**config.mk**
```make
export PLATFORM = sky130hd
export DESIGN_NAME = dmc_top
export DESIGN_NICKNAME = d
export VERILOG_FILES = /design/src/hw/dmc_pkg.sv /design/src/hw/dmc_top.sv
export SDC_FILE = /design/constraint.sdc
export NUM_CORES = 1
export LEC_CHECK = 0
export BUFFER_PORTS_ARGS = -buffer_cell sky130_fd_sc_hd__buf_4
export CAP_MARGIN = 10
export CELL_PAD_IN_SITES_DETAIL_PLACEMENT = 0
export CELL_PAD_IN_SITES_GLOBAL_PLACEMENT = 1
export CORE_AREA = 2 2 184 231
export CTS_CLUSTER_DIAMETER = 200
export DETAILED_ROUTE_END_ITERATION = 10
export DIE_AREA = 0 0 186 233
export PLACE_DENSITY_LB_ADDON = 0.1
export SYNTH_ARGS = -nofsm -noshare
export SYNTH_HDL_FRONTEND = slang
export SYNTH_SLANG_ARGS = --single-unit
```
**constraint.sdc**
```tcl
create_clock -name pclk -period 4.56 [get_ports pclk]
set_input_delay 0.912 -clock pclk [delete_from_list [all_inputs] [get_ports pclk]]
set_output_delay 0.912 -clock pclk [all_outputs]
set_load 0.03 [all_outputs]
```
**src/hw/dmc_pkg.sv**
```systemverilog
// Constants, register map and state type of the two-channel DMA block.
// Assumes an APB master on the register side and a shared 16-bit bus.
package dmc_pkg;

   // ****************************************************************
   // Sizes
   // ****************************************************************
   localparam int NCH   = 2;
   localparam int AW    = 20;
   localparam int SEL_W = 4;

   // ****************************************************************
   // Register offsets within one channel window
   // ****************************************************************
   localparam logic [4:0] OFS_SRC  = 5'h00;
   localparam logic [4:0] OFS_DST  = 5'h04;
   localparam logic [4:0] OFS_RLD  = 5'h08;
   localparam logic [4:0] OFS_CTRL = 5'h0C;
   localparam logic [4:0] OFS_CNT  = 5'h10;
   localparam logic [4:0] OFS_PTR  = 5'h14;
   localparam int         CH_BIT   = 5;

   // ****************************************************************
   // Control word fields
   // ****************************************************************
   localparam int CT_EN     = 0;
   localparam int CT_UNIT8  = 1;
   localparam int CT_FWDDST = 2;
   localparam int CT_REQ    = 3;
   localparam int CT_SWREQ  = 4;
   localparam int CT_SEL    = 8;

   // ****************************************************************
   // Request source codes
   // ****************************************************************
   localparam logic [3:0] SRC_PIN     = 4'h0;
   localparam logic [3:0] SRC_SW      = 4'h1;
   localparam logic [3:0] SRC_PERIPH0 = 4'h2;

   // ****************************************************************
   // Reset values and steps
   // ****************************************************************
   localparam logic [19:0] PTR_RST  = 20'h00000;
   localparam logic [15:0] CNT_RST  = 16'h0000;
   localparam logic [3:0]  SEL_RST  = 4'h0;
   localparam logic        PIN_IDLE = 1'b1;
   localparam logic [19:0] INC8     = 20'h00001;
   localparam logic [19:0] INC16    = 20'h00002;

   typedef enum logic [2:0] {
      S_IDLE, S_RD, S_RD2, S_WR, S_WR2, S_DUMMY, S_CPU
   } dmc_state_e;

endpackage

```
**src/hw/dmc_top.sv**
```systemverilog
// Two-channel DMA engine with APB registers and a 16-bit bus master port.
// Assumes the CPU takes one bus access (cpu_done) whenever the bus is handed
// back, and bus_slow flags waited memory or the special function area.
//
// Functional notes
// - Each unit is source read cycles followed by destination writes.
// - Odd 16-bit start costs two reads or two writes; else one each.
// - Waited memory or special function area adds one clock per cycle.
// - Unit length is reads times j plus writes times k.
// - Any mix of even and odd source and destination addresses works.
// - Enable write of one reloads forward pointer at next transfer.
// - Same first transfer reloads counter from the reload register.
// - Writing one to an active channel repeats both reloads.
// - Request bit sets on its source, enabled or not.
// - Request bit clears just before the transfer starts.
// - Software may clear the request bit; writing one does nothing.
// - Peripheral sources set request together with their event.
// - Pin source sets request on the selected pin edge.
// - Requests in one sampling period set all channels together.
// - Channel zero first, then one CPU access, then channel one.
// - Software request bit raises request; always reads as zero.
// - Transfers ignore CPU interrupt enable and priority levels.
`timescale 1ns/1ns
module dmc_top
   import dmc_pkg::*;
(
   input  wire logic        pclk,
   input  wire logic        presetn,
   input  wire logic        psel,
   input  wire logic        penable,
   input  wire logic        pwrite,
   input  wire logic [7:0]  paddr,
   input  wire logic [31:0] pwdata,
   output logic      [31:0] prdata,
   output logic             pready,
   output logic             pslverr,
   input  wire logic [1:0]  external_interrupt_pin,
   input  wire logic [13:0] periph_evt,
   input  wire logic [15:0] bus_rdata,
   input  wire logic        bus_slow,
   input  wire logic        cpu_done,
   output logic             bus_own,
   output logic      [19:0] bus_addr,
   output logic             bus_rd,
   output logic             bus_wr,
   output logic             bus_byte,
   output logic      [15:0] bus_wdata
);

   // ****************************************************************
   // Decode helpers
   // ****************************************************************
   function automatic logic wsel(input logic [7:0] a, input logic c,
                                 input logic [4:0] o);
      return a[CH_BIT] == c && a[4:0] == o && a[7:6] == 2'h0;
   endfunction

   function automatic logic src_hit(input logic [3:0]  s,
                                    input logic        pf,
                                    input logic        sw,
                                    input logic [13:0] pe);
      if (s == SRC_PIN)
         return pf;
      if (s == SRC_SW)
         return sw;
      return pe[4'(s - SRC_PERIPH0)];
   endfunction

   // ****************************************************************
   // State
   // ****************************************************************
   logic [19:0]    src_r [NCH];
   logic [19:0]    dst_r [NCH];
   logic [19:0]    ptr   [NCH];
   logic [15:0]    rld   [NCH];
   logic [15:0]    cnt   [NCH];
   logic [3:0]     sel   [NCH];
   logic [NCH-1:0] en;
   logic [NCH-1:0] unit8;
   logic [NCH-1:0] fwd_dst;
   logic [NCH-1:0] req;
   logic [NCH-1:0] fresh;
   logic [NCH-1:0] pin_q;
   logic [NCH-1:0] hit;
   dmc_state_e     state;
   dmc_state_e     next_state;
   logic           ch;
   logic           wt;
   logic [15:0]    data;
   logic [19:0]    w_src;
   logic [19:0]    w_dst;
   logic           w_unit8;
   logic [19:0]    next_addr;
   logic [15:0]    next_wdata;
   logic [31:0]    rmux;

   // ****************************************************************
   // APB slave
   // ****************************************************************
   wire        wr_acc = psel & penable & pwrite;
   wire        chs    = paddr[CH_BIT];
   wire        ok     = paddr[7:6] == 2'h0 && paddr[1:0] == 2'h0 &&
                        paddr[4:0] <= OFS_PTR;

   assign pready  = 1'b1;
   assign pslverr = psel & penable & ~ok;

   always_comb begin
      rmux = 32'h00000000;
      case (paddr[4:0])
         OFS_SRC:  rmux[19:0] = src_r[chs];
         OFS_DST:  rmux[19:0] = dst_r[chs];
         OFS_RLD:  rmux[15:0] = rld[chs];
         OFS_CNT:  rmux[15:0] = cnt[chs];
         OFS_PTR:  rmux[19:0] = ptr[chs];
         OFS_CTRL: begin
            rmux[CT_EN]     = en[chs];
            rmux[CT_UNIT8]  = unit8[chs];
            rmux[CT_FWDDST] = fwd_dst[chs];
            rmux[CT_REQ]    = req[chs];
            rmux[CT_SEL+:SEL_W] = sel[chs];
         end
         default: rmux = 32'h00000000;
      endcase
      if (!ok)
         rmux = 32'h00000000;
   end

   // Read data is caught in the setup cycle so prdata comes from a flop
   always_ff @(posedge pclk or negedge presetn) begin
      if (!presetn)
         prdata <= 32'h00000000;
      else if (psel & ~penable & ~pwrite)
         prdata <= rmux;
   end

   // ****************************************************************
   // Channel selection and start values
   // ****************************************************************
   // No interrupt enable or level input exists on purpose
   wire [NCH-1:0] go    = en & req;
   wire           pick  = ~go[0];
   wire           start = state == S_IDLE && |go;
   wire [19:0]    base_p = fresh[pick] ?
                           (fwd_dst[pick] ? dst_r[pick] : src_r[pick]) :
                           ptr[pick];
   wire [19:0]    st_src = fwd_dst[pick] ? src_r[pick] : base_p;
   wire [19:0]    st_dst = fwd_dst[pick] ? base_p : dst_r[pick];
   wire           idle   = state == S_IDLE;
   wire [19:0]    a_src  = idle ? st_src : w_src;
   wire [19:0]    a_dst  = idle ? st_dst : w_dst;
   wire           a_u8   = idle ? unit8[pick] : w_unit8;
   wire           src2   = ~a_u8 & a_src[0];
   wire           dst2   = ~a_u8 & a_dst[0];
   wire           busy   = state inside {S_RD, S_RD2, S_WR, S_WR2};
   wire           adv    = ~(bus_slow & ~wt);
   wire [15:0]    rd_word = state == S_RD2 ?
                            {bus_rdata[7:0], data[7:0]} : bus_rdata;

   // ****************************************************************
   // Per-channel registers and request flags
   // ****************************************************************
   for (genvar c = 0; c < NCH; c++) begin : g_ch
      wire wctl  = wr_acc & wsel(paddr, 1'(c), OFS_CTRL);
      wire sw_c  = wctl & pwdata[CT_SWREQ];
      wire pfall = pin_q[c] & ~external_interrupt_pin[c];
      wire take  = start & (pick == 1'(c));
      wire fin   = state == S_DUMMY && ch == 1'(c);

      // Peripheral pulses arrive in step with their own interrupt flags
      assign hit[c] = src_hit(sel[c], pfall, sw_c, periph_evt);

      always_ff @(posedge pclk or negedge presetn) begin
         if (!presetn) begin
            pin_q[c]   <= PIN_IDLE;
            req[c]     <= 1'b0;
            en[c]      <= 1'b0;
            fresh[c]   <= 1'b0;
            unit8[c]   <= 1'b0;
            fwd_dst[c] <= 1'b0;
            sel[c]     <= SEL_RST;
            src_r[c]   <= PTR_RST;
            dst_r[c]   <= PTR_RST;
            ptr[c]     <= PTR_RST;
            rld[c]     <= CNT_RST;
            cnt[c]     <= CNT_RST;
         end else begin
            pin_q[c] <= external_interrupt_pin[c];
            // Set wins over both clears
            req[c] <= hit[c] |
                      (req[c] & ~take &
                       ~(wctl & ~pwdata[CT_REQ]));
            if (take & fresh[c]) begin
               ptr[c] <= base_p;
               cnt[c] <= rld[c];
            end
            if (take)
               fresh[c] <= 1'b0;
            if (fin) begin
               ptr[c] <= ptr[c] + (w_unit8 ? INC8 : INC16);
               if (cnt[c] == CNT_RST)
                  en[c] <= 1'b0;
               else
                  cnt[c] <= cnt[c] - 16'h0001;
            end
            if (wr_acc & wsel(paddr, 1'(c), OFS_SRC))
               src_r[c] <= pwdata[19:0];
            if (wr_acc & wsel(paddr, 1'(c), OFS_DST))
               dst_r[c] <= pwdata[19:0];
            if (wr_acc & wsel(paddr, 1'(c), OFS_RLD))
               rld[c] <= pwdata[15:0];
            // Writing one again restarts the channel, even mid-run
            if (wctl) begin
               en[c]      <= pwdata[CT_EN];
               fresh[c]   <= pwdata[CT_EN] | fresh[c];
               unit8[c]   <= pwdata[CT_UNIT8];
               fwd_dst[c] <= pwdata[CT_FWDDST];
               sel[c]     <= pwdata[CT_SEL+:SEL_W];
            end
         end
      end
   end

   // ****************************************************************
   // Transfer sequencer
   // ****************************************************************
   always_comb begin
      next_state = state;
      case (state)
         S_IDLE:  if (start) next_state = S_RD;
         S_RD:    if (adv) next_state = src2 ? S_RD2 : S_WR;
         S_RD2:   if (adv) next_state = S_WR;
         S_WR:    if (adv) next_state = dst2 ? S_WR2 : S_DUMMY;
         S_WR2:   if (adv) next_state = S_DUMMY;
         S_DUMMY: next_state = S_CPU;
         S_CPU:   if (cpu_done) next_state = S_IDLE;
         default: next_state = S_IDLE;
      endcase
   end

   always_comb begin
      case (next_state)
         S_RD:    next_addr = a_src;
         S_RD2:   next_addr = a_src + INC8;
         S_WR:    next_addr = a_dst;
         S_WR2:   next_addr = a_dst + INC8;
         default: next_addr = PTR_RST;
      endcase
      case (next_state)
         S_WR: next_wdata = state == S_WR ? bus_wdata :
                            (dst2 ? {8'h00, rd_word[7:0]} : rd_word);
         S_WR2: next_wdata = state == S_WR2 ? bus_wdata :
                             {8'h00, data[15:8]};
         default: next_wdata = 16'h0000;
      endcase
   end

   wire next_byte = (next_state == S_RD && (a_u8 | src2)) ||
                    (next_state == S_WR && (a_u8 | dst2)) ||
                    next_state == S_RD2 || next_state == S_WR2;

   assign bus_own = state != S_IDLE && state != S_CPU;

   always_ff @(posedge pclk or negedge presetn) begin
      if (!presetn) begin
         state     <= S_IDLE;
         wt        <= 1'b0;
         ch        <= 1'b0;
         data      <= 16'h0000;
         w_src     <= PTR_RST;
         w_dst     <= PTR_RST;
         w_unit8   <= 1'b0;
         bus_addr  <= PTR_RST;
         bus_rd    <= 1'b0;
         bus_wr    <= 1'b0;
         bus_byte  <= 1'b0;
         bus_wdata <= 16'h0000;
      end else begin
         state     <= next_state;
         wt        <= busy & bus_slow & ~wt;
         bus_addr  <= next_addr;
         bus_rd    <= next_state inside {S_RD, S_RD2};
         bus_wr    <= next_state inside {S_WR, S_WR2};
         bus_byte  <= next_byte;
         bus_wdata <= next_wdata;
         if ((state == S_RD || state == S_RD2) && adv)
            data <= rd_word;
         if (start) begin
            ch      <= pick;
            w_src   <= st_src;
            w_dst   <= st_dst;
            w_unit8 <= unit8[pick];
         end
      end
   end
endmodule

```
==> results of run 1 <==
-- kinds of logic (layout without fill, tap and decap cells) --
group	after synthesis	in the layout	synth area share, %
buffers and inverters	181	293	4.060
flip-flops	325	325	42.72
AND/OR/NAND/NOR	659	659	16.39
other	2	13	0.03944
multiplexers	265	265	15.53
adder cells (fa/ha/maj)	13	13	0.9330
AO/OA/AOI/OAI	538	538	19.50
XOR/XNOR	18	18	0.8279
-- cell type report --
cell class / instances / area (um^2)
multi-input combinational: 1506 / 10230
fill: 3816 / 19100
timing repair buffer: 200 / 1546
clock buffer: 58 / 1137
inverter: 25 / 93.84
sequential: 325 / 8135
clock inverter: 10 / 78.83
tap: 552 / 690.7
-- stage by stage --
| step | power [mW] | area [um^2] |
|---|---|---|
| floorplan | 5.444 | 19080 |
| global placement | 6.483 | 20700 |
| detailed placement | 6.523 | 20700 |
| finish | 9.515 | 21920 |
| global route | 10.01 | 21920 |
| CTS | 9.559 | 21920 |
-- flip-flops by register name (all words and copies together), names as in the netlist, 2 cells and up --
register and count:
bus_addr 20, state 3, req 2, prdata 20
en 2, w_src 20, dst_r 40, sel 8
fwd_dst 2, src_r 40, ptr 40, fresh 2
w_dst 20, rld 32, unit8 2, cnt 32
bus_wdata 16, pin_q 2, data 16
-- critical path, stage by stage, from the launching register on --
cell      delay, ns
dfrtp_1        0.57
nor2b_1        0.63
mux2_4         0.40
mux2i_1        0.32
mux2i_1        0.16
mux2i_1        0.18
ha_1           0.24
nand3_1        0.09
or4_1          0.56
nand2_2        0.25
nand4b_1       0.15
xor2_1         0.17
a211o_1        0.30
-- cells in the final DEF, fill, tap and decap left out, types with 11 or more instances in the layout --
cell       count
o21ai_0      122
or3_1         23
inv_1         25
and4b_1       11
a31oi_1       21
mux2i_1      106
dfrtp_1      323
o211ai_1      27
ha_1          11
conb_1        13
nor2_1       124
o221ai_1      29
o221a_2       11
nand2_1      276
o21a_1        12
and3_1        25
a21oi_1      107
o22ai_1       16
a221oi_1      13
o22a_1        15
xnor2_1       13
a311oi_1      13
nand4_1       30
nand3_1       70
a222oi_1      11
nor3_1        16
o311ai_0      11
mux2_2       149
a211oi_1      12
a22o_1        18
buf_4        196
clkbuf_16     39
a22oi_1       27
-- report_power, final --
part | leakage, nW | internal (mW) | total [mW] | switching, mW
clock network | 0.607 | 1.77 | 3.01 | 1.23
registers | 4.36 | 3.23 | 3.64 | 0.410
logic | 4.73 | 0.986 | 2.86 | 1.88
-- how the worst min path moves through the flow --
stage                        end  cells after the start                       from
floorplan               w_dst[2]                      2                   w_dst[2]
global placement        w_dst[2]                      2                   w_dst[2]
CTS                     pin_q[1]                      1  external_interrupt_pin[1]
detailed placement      w_dst[2]                      2                   w_dst[2]
finish              bus_wdata[7]                      1                    presetn
global route            pin_q[1]                      1  external_interrupt_pin[1]
-- metal layers --
layer	vias up	wire (um)	part of all wire, %	track usage, %
li1	7640	-	-	-
met1	8351	26940	42	39.64
met2	678	30270	47	48.64
met3	137	3834	5.9	3.882
met4	0	3464	5.4	15.43
met5	-	0	0	0
==> metrics.md, run 1 <==
| Metric | Value |
|---|---|
| Synth area leaders | `dfrtp_1 (42%), mux2_2 (8.8%), mux2i_1 (5.6%)` |
| Clock latency on the worst-skew pair | `0.55 ns` |
| Final period utilization | `91.26%` |
| EDFF count, synth | `0` |
| Total Routing Usage GR | `30.16%` |
| Worst Hold Class | `in2async` |
| Worst R2R Start | `fresh[1]` |
| Crit path to | `bus_addr[14]` |
| Die X | `186 um` |
| Crit. End Element | `flip-flop` |
| Final wirelength | `64500 um` |
| R2R depth | `12` |
| Leak pwr | `9.691 nW` |
| Syn Area/Cell | `9.517 um^2` |
| Maximum VDD drop | `0.2578 mV` |
| Final non-filler cell total | `2676` |
| Num Clock Sinks | `325` |
| Core Util, Final | `53.43%` |
| Die height | `233 um` |
| Crit Path Class | `reg2reg` |
| Crit path arrival time | `4.57 ns` |
| Crit-path max FO | `11` |
| Share of layout cells above drive strength 1 | `22.13%` |
| Final setup TNS | `0 ns` |
| Via density per instance | `6.280` |
| Residual DRC count | `0` |
| Relative slew slack | `25.65%` |
| Final min period | `4.162 ns` |
| Fin. Hold Viols | `0` |
| Crit path launch type | `flip-flop` |
| Drt wl/cell | `24.10 um` |
| CP required | `4.97 ns` |
| Cell count after synthesis | `2001` |
| Core area | `41020 um^2` |
| Root buf cell | `clkbuf_16` |
| Largest area contributor in the synthesized netlist | `dfrtp_1` |
| Top post-synthesis cells by count | `dfrtp_1 (323), nand2_1 (277), mux2_2 (149), nor2_1 (126), o21ai_0 (122)` |
| Port Buf Inserts | `127` |
| #FFs+latches synth | `325` |
| Die Area | `43340 um^2` |
| Post-place setup slack | `0.5128 ns` |
| Synth Warn # | `0` |
| Setup Buffers After CTS | `0` |
| Starting density of the core | `46.42%` |
| First-pass GRT wire length | `99180 um` |
| Final hold slack | `0.4296 ns` |
| Placed cell count | `2608` |
| Initial DRC count | `1580` |
| Initial antenna violation count | `0` |
| Vias in the first global route | `16230` |
| RSZ-0062 raised after global routing | `no` |
| I/O pin cnt | `153` |
| Worst-margin pin slew | `1.111 ns` |
| Share of the synthesized area in the top cell type | `42.44%` |
| Synth Flop Type | `dfrtp_1` |
| Total Nets Final | `2188` |
| Top-count cell post-synth | `dfrtp_1` |
| Total gr overflow | `0` |
| TritonCTS Buffers | `38` |
| Largest net degree at the start of global routing | `106` |
| DP HPWL | `47770 um` |
| Drt first pass iters | `6` |
| Post_cts resized | `0` |
| Skew final | `0.02553 ns` |
| Bufs on Longest Clock Path | `3` |
| Worst r2r dst | `bus_addr[14]` |
| Synth Cell Area | `19040 um^2` |
| Fmax | `0.2403 GHz` |
| Hold Buf Count CTS | `0` |
| Register-to-register setup slack | `0.40 ns` |
| Power per cell area | `434.2 nW/um^2` |
| Antenna Nets Post-Route | `0` |
| CTS tree | `done` |
| Diodes inserted | `0` |
| Placer Congestion | `0.9458` |
| Sequential-to-total area share from yosys stat | `42.72%` |
| Area Overhead vs Synth | `15.09%` |
| Crit. Startpoint | `fresh[1]` |
| Clock-pin slew on the worst setup and hold paths | `0.06 ns` |
| Asr flop ratio synth | `100.0%` |
| Rows | `83` |
| Max Cap Viol | `0` |
| Final setup viols | `0` |
| Run status | `complete, no violations` |
| H-tree depth | `2` |
| Vias | `16810` |
| Max Slew Vio Count | `0` |
| Post-synth cell types | `84` |
| Post-route setup slack | `0.3984 ns` |
No activity file was read; power rests on OpenSTA's default activity.
==> run 2, diff against run 1 <==
--- a/config.mk
+++ b/config.mk
@@ -9,10 +9,10 @@
 export CAP_MARGIN = 10
 export CELL_PAD_IN_SITES_DETAIL_PLACEMENT = 0
 export CELL_PAD_IN_SITES_GLOBAL_PLACEMENT = 1
-export CORE_AREA = 2 2 184 231
+export CORE_AREA = 2 2 250 314
 export CTS_CLUSTER_DIAMETER = 200
 export DETAILED_ROUTE_END_ITERATION = 10
-export DIE_AREA = 0 0 186 233
+export DIE_AREA = 0 0 252 316
 export PLACE_DENSITY_LB_ADDON = 0.1
 export SYNTH_ARGS = -nofsm -noshare
 export SYNTH_HDL_FRONTEND = slang
==> run 2 against run 1 <==
Sequential share of layout area decreased by 1.2 points; final cell count up 17%; die area rose by 84%; global-route usage fell by 11 points; clock skew shrank 0.0020 ns; routed wire length increased by 22%; via count decreased by 1.2%; non-clock buffer count increased by 10; worst setup slack better by 0.030 ns; flip-flop and latch count stayed put; clock-buffer cell count unchanged; largest cell class unchanged; largest power group unchanged.
==> metrics.md, run 2 (synthesized netlist as in run 1, its figures left out) <==
| Metric | Value |
|---|---|
| Power per cell area | `440.3 nW/um^2` |
| Max Cap Viol | `0` |
| Crit path arrival time | `4.55 ns` |
| Final period utilization | `90.61%` |
| Residual DRC count | `0` |
| DRT met1 WL | `34140 um` |
| DR top layer | `met4` |
| Total Routing Usage GR | `19.65%` |
| Clock latency on the worst-skew pair | `0.59 ns` |
| Setup Buffers After CTS | `0` |
| Crit-path cells | `nor2b_1 > mux2_4 > mux2i_1 > mux2i_1 > mux2i_1 > ha_1 > nand3_1 > or4_1 > nand2_2 > buf_4 > nand3_4 > o311ai_2 > o221ai_1` |
| Die height | `316 um` |
| Crit. End Element | `flip-flop` |
| Area Overhead vs Synth | `18.99%` |
| Final non-filler cell total | `3125` |
| Crit Path Class | `reg2reg` |
| Port Buf Inserts | `127` |
| Final wirelength | `78780 um` |
| Crit path top cell by count | `mux2i_1` |
| Max Slew Vio Count | `0` |
| Final min period | `4.132 ns` |
| TritonCTS Buffers | `41` |
| Routed wl met2 | `39070 um` |
| Placed cell count | `3052` |
| Fin. Hold Viols | `0` |
| Initial antenna violation count | `0` |
| Relative slew slack | `24.30%` |
| H-tree depth | `2` |
| Most frequent cells in the layout | `dfrtp_1 (323), nand2_1 (276), buf_4 (206)` |
| Register-to-register setup slack | `0.43 ns` |
| I/O pin cnt | `153` |
| Crit path launch type | `flip-flop` |
| Skew final | `0.02352 ns` |
| Final setup TNS | `0 ns` |
| First-pass GRT wire length | `116900 um` |
| Maximum VDD drop | `0.2218 mV` |
| Placer Congestion | `0.8549` |
| Clock-pin slew on the worst setup and hold paths | `0.06 ns` |
| Root buf cell | `clkbuf_16` |
| Via density per instance | `5.311` |
| Fmax | `0.2420 GHz` |
| Drt wl/cell | `25.21 um` |
| Antenna Nets Post-Route | `0` |
| Core area | `76740 um^2` |
| Starting density of the core | `24.82%` |
| Total Nets Final | `2201` |
| Met3 wire len | `2900 um` |
| CP required | `4.98 ns` |
| Rows | `114` |
| Num Clock Sinks | `325` |
| Worst R2R Start | `fresh[1]` |
| Worst-margin pin slew | `1.131 ns` |
| DP HPWL | `59350 um` |
| Post_cts resized | `0` |
| Crit path largest cell delay | `0.61 ns` |
| Share of layout cells above drive strength 1 | `22.78%` |
| Bufs on Longest Clock Path | `3` |
| Slowest cell on the critical path | `nor2b_1` |
| Leak pwr | `9.799 nW` |
| Crit-path max FO | `13` |
| Worst r2r dst | `bus_addr[16]` |
| Final hold slack | `0.3134 ns` |
| Vias in the first global route | `16710` |
| Worst Hold Class | `in2async` |
| CTS tree | `done` |
| Pwr Total | `9.976 mW` |
| Initial DRC count | `1267` |
| RSZ-0062 raised after global routing | `no` |
| Vias | `16600` |
| Hold Buf Count CTS | `0` |
| R2R depth | `13` |
| Die X | `252 um` |
| Die Area | `79630 um^2` |
| Fillers | `8030` |
| Largest regs | `dst_r (40), ptr (40), src_r (40)` |
| Commonest non-fill, non-tap cell in the layout | `dfrtp_1` |
| Drt first pass iters | `6` |
| Run status | `complete, no violations` |
| Final setup viols | `0` |
| Total gr overflow | `0` |
| Largest net degree at the start of global routing | `85` |
[run 2: worst max-delay path by stage]
stage / startpoint / depth (start not counted) / end / slack [ns]
floorplan: bus_slow / 13 / bus_addr[14] / 0.59
global placement: fresh[1] / 13 / bus_addr[16] / 0.36
detailed placement: fresh[1] / 13 / bus_addr[16] / 0.32
CTS: fresh[1] / 13 / bus_addr[16] / 0.29
global route: fresh[1] / 13 / bus_addr[16] / 0.16
finish: fresh[1] / 13 / bus_addr[16] / 0.43
[run 2: routing by layer]
metal  vias to the layer above  global-route usage [%]
met5                         -                       0
met4                         0                   6.818
met3                       105                   2.371
met2                       396                   34.20
met1                      8440                   25.14
li1                       7655                       -
[run 2: power by group]
group          total [mW]  internal (mW)  switching [mW]  leakage (nW)
combinational        2.97          0.987            1.98          4.78
clock                3.34           1.95            1.39         0.660
sequential           3.66           3.23           0.430          4.36
total                9.98           6.18            3.80          9.80
[run 2: through the flow]
| step | setup slack (ns) | instance area [um^2] | util [%] |
|---|---|---|---|
| global route | 0.1552 | 22660 | 29.52 |
| floorplan | 0.5879 | 19080 | - |
| CTS | 0.2915 | 22660 | 29.52 |
| finish | 0.4284 | 22660 | 29.53 |
| detailed placement | 0.3196 | 21330 | 27.80 |
| global placement | 0.3615 | 21330 | 27.80 |
[run 2: final cells by class]
type	count	area (um^2)	share of cell area, %
diodes	1	2.502	0.01104
clock buffers	58	1170	5.163
clock inverters	14	156.4	0.6902
inverters	25	93.84	0.4141
multi-input cells	1506	10250	45.22
flip-flops and latches	325	8135	35.90
well taps	986	1234	5.444
repair buffers	210	1622	7.156
[run 2: worst max-delay path, delay by kind of cell, from the launching register on]
kind	cells	cell delay, ns
buf+inv	1	0.18
mux	4	0.99
compound gates	2	0.40
simple gates	5	1.56
fa+ha+maj	1	0.25
flops	1	0.60
==> run 3, diff against run 2 <==
--- a/config.mk
+++ b/config.mk
@@ -13,6 +13,7 @@
 export CTS_CLUSTER_DIAMETER = 200
 export DETAILED_ROUTE_END_ITERATION = 10
 export DIE_AREA = 0 0 252 316
+export GPL_TIMING_DRIVEN = 0
 export PLACE_DENSITY_LB_ADDON = 0.1
 export SYNTH_ARGS = -nofsm -noshare
 export SYNTH_HDL_FRONTEND = slang
==> constraint.sdc (replaced) <==
create_clock -name pclk -period 3.85 [get_ports pclk]
set_input_delay 0.77 -clock pclk [delete_from_list [all_inputs] [get_ports pclk]]
set_output_delay 0.77 -clock pclk [all_outputs]
set_load 0.03 [all_outputs]
==> run 3 against run 2 <==
Flip-flop and latch count stayed put; critical path depth increased by 1; clock-buffer cell count increased by 3; non-clock buffer count increased by 85; die area is the same; sequential share of layout area decreased by 0.84 points.
==> metrics.md, run 3 (synthesized netlist as in run 1, its figures left out) <==
| Metric | Value |
|---|---|
| Run status | `complete, no violations` |
| Final min period | `3.762 ns` |
| Relative slew slack | `14.75%` |
| Clock power frac | `34.5%` |
| Seq pwr share | `34.5%` |
| Core area | `76740 um^2` |
| Switching share of power | `38.37%` |
| Pint | `7.755 mW` |
| Num Clock Sinks | `325` |
| CTS tree | `done` |
| Residual DRC count | `0` |
| Vias in the first global route | `17480` |
| Final period utilization | `97.72%` |
| Clock latency on the worst-skew pair | `0.58 ns` |
| Final wirelength | `90280 um` |
| Crit path largest cell delay | `0.53 ns` |
| Worst-margin pin slew | `1.267 ns` |
| CP top delay family | `simple AND/OR/NAND/NOR gates` |
| Drt first pass iters | `6` |
| H-tree depth | `2` |
| Share of layout cells above drive strength 1 | `21.77%` |
| Rows | `114` |
| Total gr overflow | `0` |
| Power per cell area | `542.3 nW/um^2` |
| Final Cell Area | `23200 um^2` |
| FF/Latch Area | `8137 um^2` |
| Crit. End Element | `flip-flop` |
| Skew final | `0.02901 ns` |
| Drt wl/cell | `28.07 um` |
| Antenna Nets Post-Route | `0` |
| TritonCTS Buffers | `42` |
| DP HPWL | `70350 um` |
| Starting density of the core | `24.82%` |
| Die Area | `79630 um^2` |
| Fmax | `0.2658 GHz` |
| First-pass GRT wire length | `129400 um` |
| Logic pwr share | `31.0%` |
| Port Buf Inserts | `126` |
| Fin. Hold Viols | `0` |
| Crit-path cells | `buf_4 > nand2_4 > a21oi_2 > clkbuf_2 > o221a_2 > nor2_1 > mux2i_2 > ha_2 > nand3_1 > or4_4 > nand2_4 > nand4b_1 > xor2_1 > a211o_1` |
| Total Routing Usage GR | `22.48%` |
| Placed cell count | `3130` |
| Placed inst area | `21410 um^2` |
| Final setup viols | `0` |
| Die height | `316 um` |
| Most frequent cells in the layout | `dfrtp_1 (322), nand2_1 (275), buf_4 (155)` |
| Worst Hold Class | `in2async` |
| Max Cap Viol | `0` |
| Final non-filler cell total | `3216` |
| Crit Path Class | `reg2reg` |
| Crit path top cell by count | `nand2_4` |
| I/O pin cnt | `153` |
| Initial antenna violation count | `1` |
| Via density per instance | `5.360` |
| Crit path arrival time | `4.19 ns` |
| Crit-path max FO | `10` |
| Placer Congestion | `0.8859` |
| RSZ-0062 raised after global routing | `yes` |
| Root buf cell | `clkbuf_16` |
| Clock-pin slew on the worst setup and hold paths | `0.06 ns` |
| Slowest cell on the critical path | `or4_4` |
| Area Overhead vs Synth | `21.85%` |
| Bufs on Longest Clock Path | `3` |
| Max Slew Vio Count | `0` |
| Psw | `4.829 mW` |
| Area of the multi-input gates | `10330 um^2` |
| Total Nets Final | `2287` |
| Worst Path Buf+Inv | `2` |
| Crit path launch type | `flip-flop` |
| Commonest non-fill, non-tap cell in the layout | `dfrtp_1` |
| Leak pwr | `9.930 nW` |
| Die X | `252 um` |
| Largest regs | `dst_r (40), ptr (40), src_r (40)` |
| CP required | `4.28 ns` |
| Initial DRC count | `1513` |
| Largest net degree at the start of global routing | `106` |
| Maximum VDD drop | `0.2675 mV` |
| Vias | `17240` |
| Fillers | `8104` |
## run 3: path summary, 6_finish.rpt
path	start	end	slack, ns	cells past startpoint
hold reg to reg	w_dst[17]	w_dst[17]	0.47	2
setup reg to reg	en[0]	bus_addr[14]	0.09	14
max in group asynchronous	presetn	fresh[0]	2.29	3
setup / recovery	en[0]	bus_addr[14]	0.09	14
min in group pclk	external_interrupt_pin[1]	pin_q[1]	0.30	1
hold / removal	presetn	prdata[18]	0.10	1
## run 3: timing repair
item	4_1_cts	5_1_grt
pin swaps	2	2
endpoints found under the setup margin	109	25
hold buffers	0	0
buffers inserted	4	6
gates resized for setup	60	22
## run 3: area by class of cell
cell class                      instances  area share (%)
Antenna cell                            2         0.02157
Buffer                                153           3.327
Clock buffer                           61           5.403
Clock inverter                         16           1.046
Inverter                               25          0.4044
Multi-Input combinational cell       1506           44.50
Sequential cell                       325           35.06
Tap cell                              986           5.316
Timing Repair Buffer                  142           4.917
## run 3: metrics by stage
stage | setup WS [ns] | total power, mW | hold WS (ns) | util (%) | setup TNS (ns)
after floorplan | 0.002482 | 6.447 | 0.4372 | - | 0
after global placement | -1.753 | 8.133 | 0.4572 | 27.71 | -546.99
after detailed placement | -1.749 | 8.170 | 0.4615 | 27.90 | -47.32
after CTS | -0.007191 | 12.67 | 0.1013 | 30.11 | -0.007191
after global routing | -0.1321 | 13.19 | 0.1248 | 30.23 | -0.1458
final | 0.08786 | 12.58 | 0.1019 | 30.24 | 0
## run 3: routing by layer
metal	up-vias	part of all wire, %	track usage [%]
met4	0	4.5	9.212
li1	7840	-	-
met3	140	3.9	2.429
met2	526	51	40.93
met5	-	0	0
met1	8731	40	26.90
## run 3: power groups by stage
stage	combinational [mW]	clock, mW	sequential (mW)
after floorplan	2.09	0	4.36
after global placement	3.76	0	4.38
final	3.90	4.34	4.34
after detailed placement	3.79	0	4.39
after CTS	3.87	4.46	4.34
after global routing	4.24	4.56	4.39
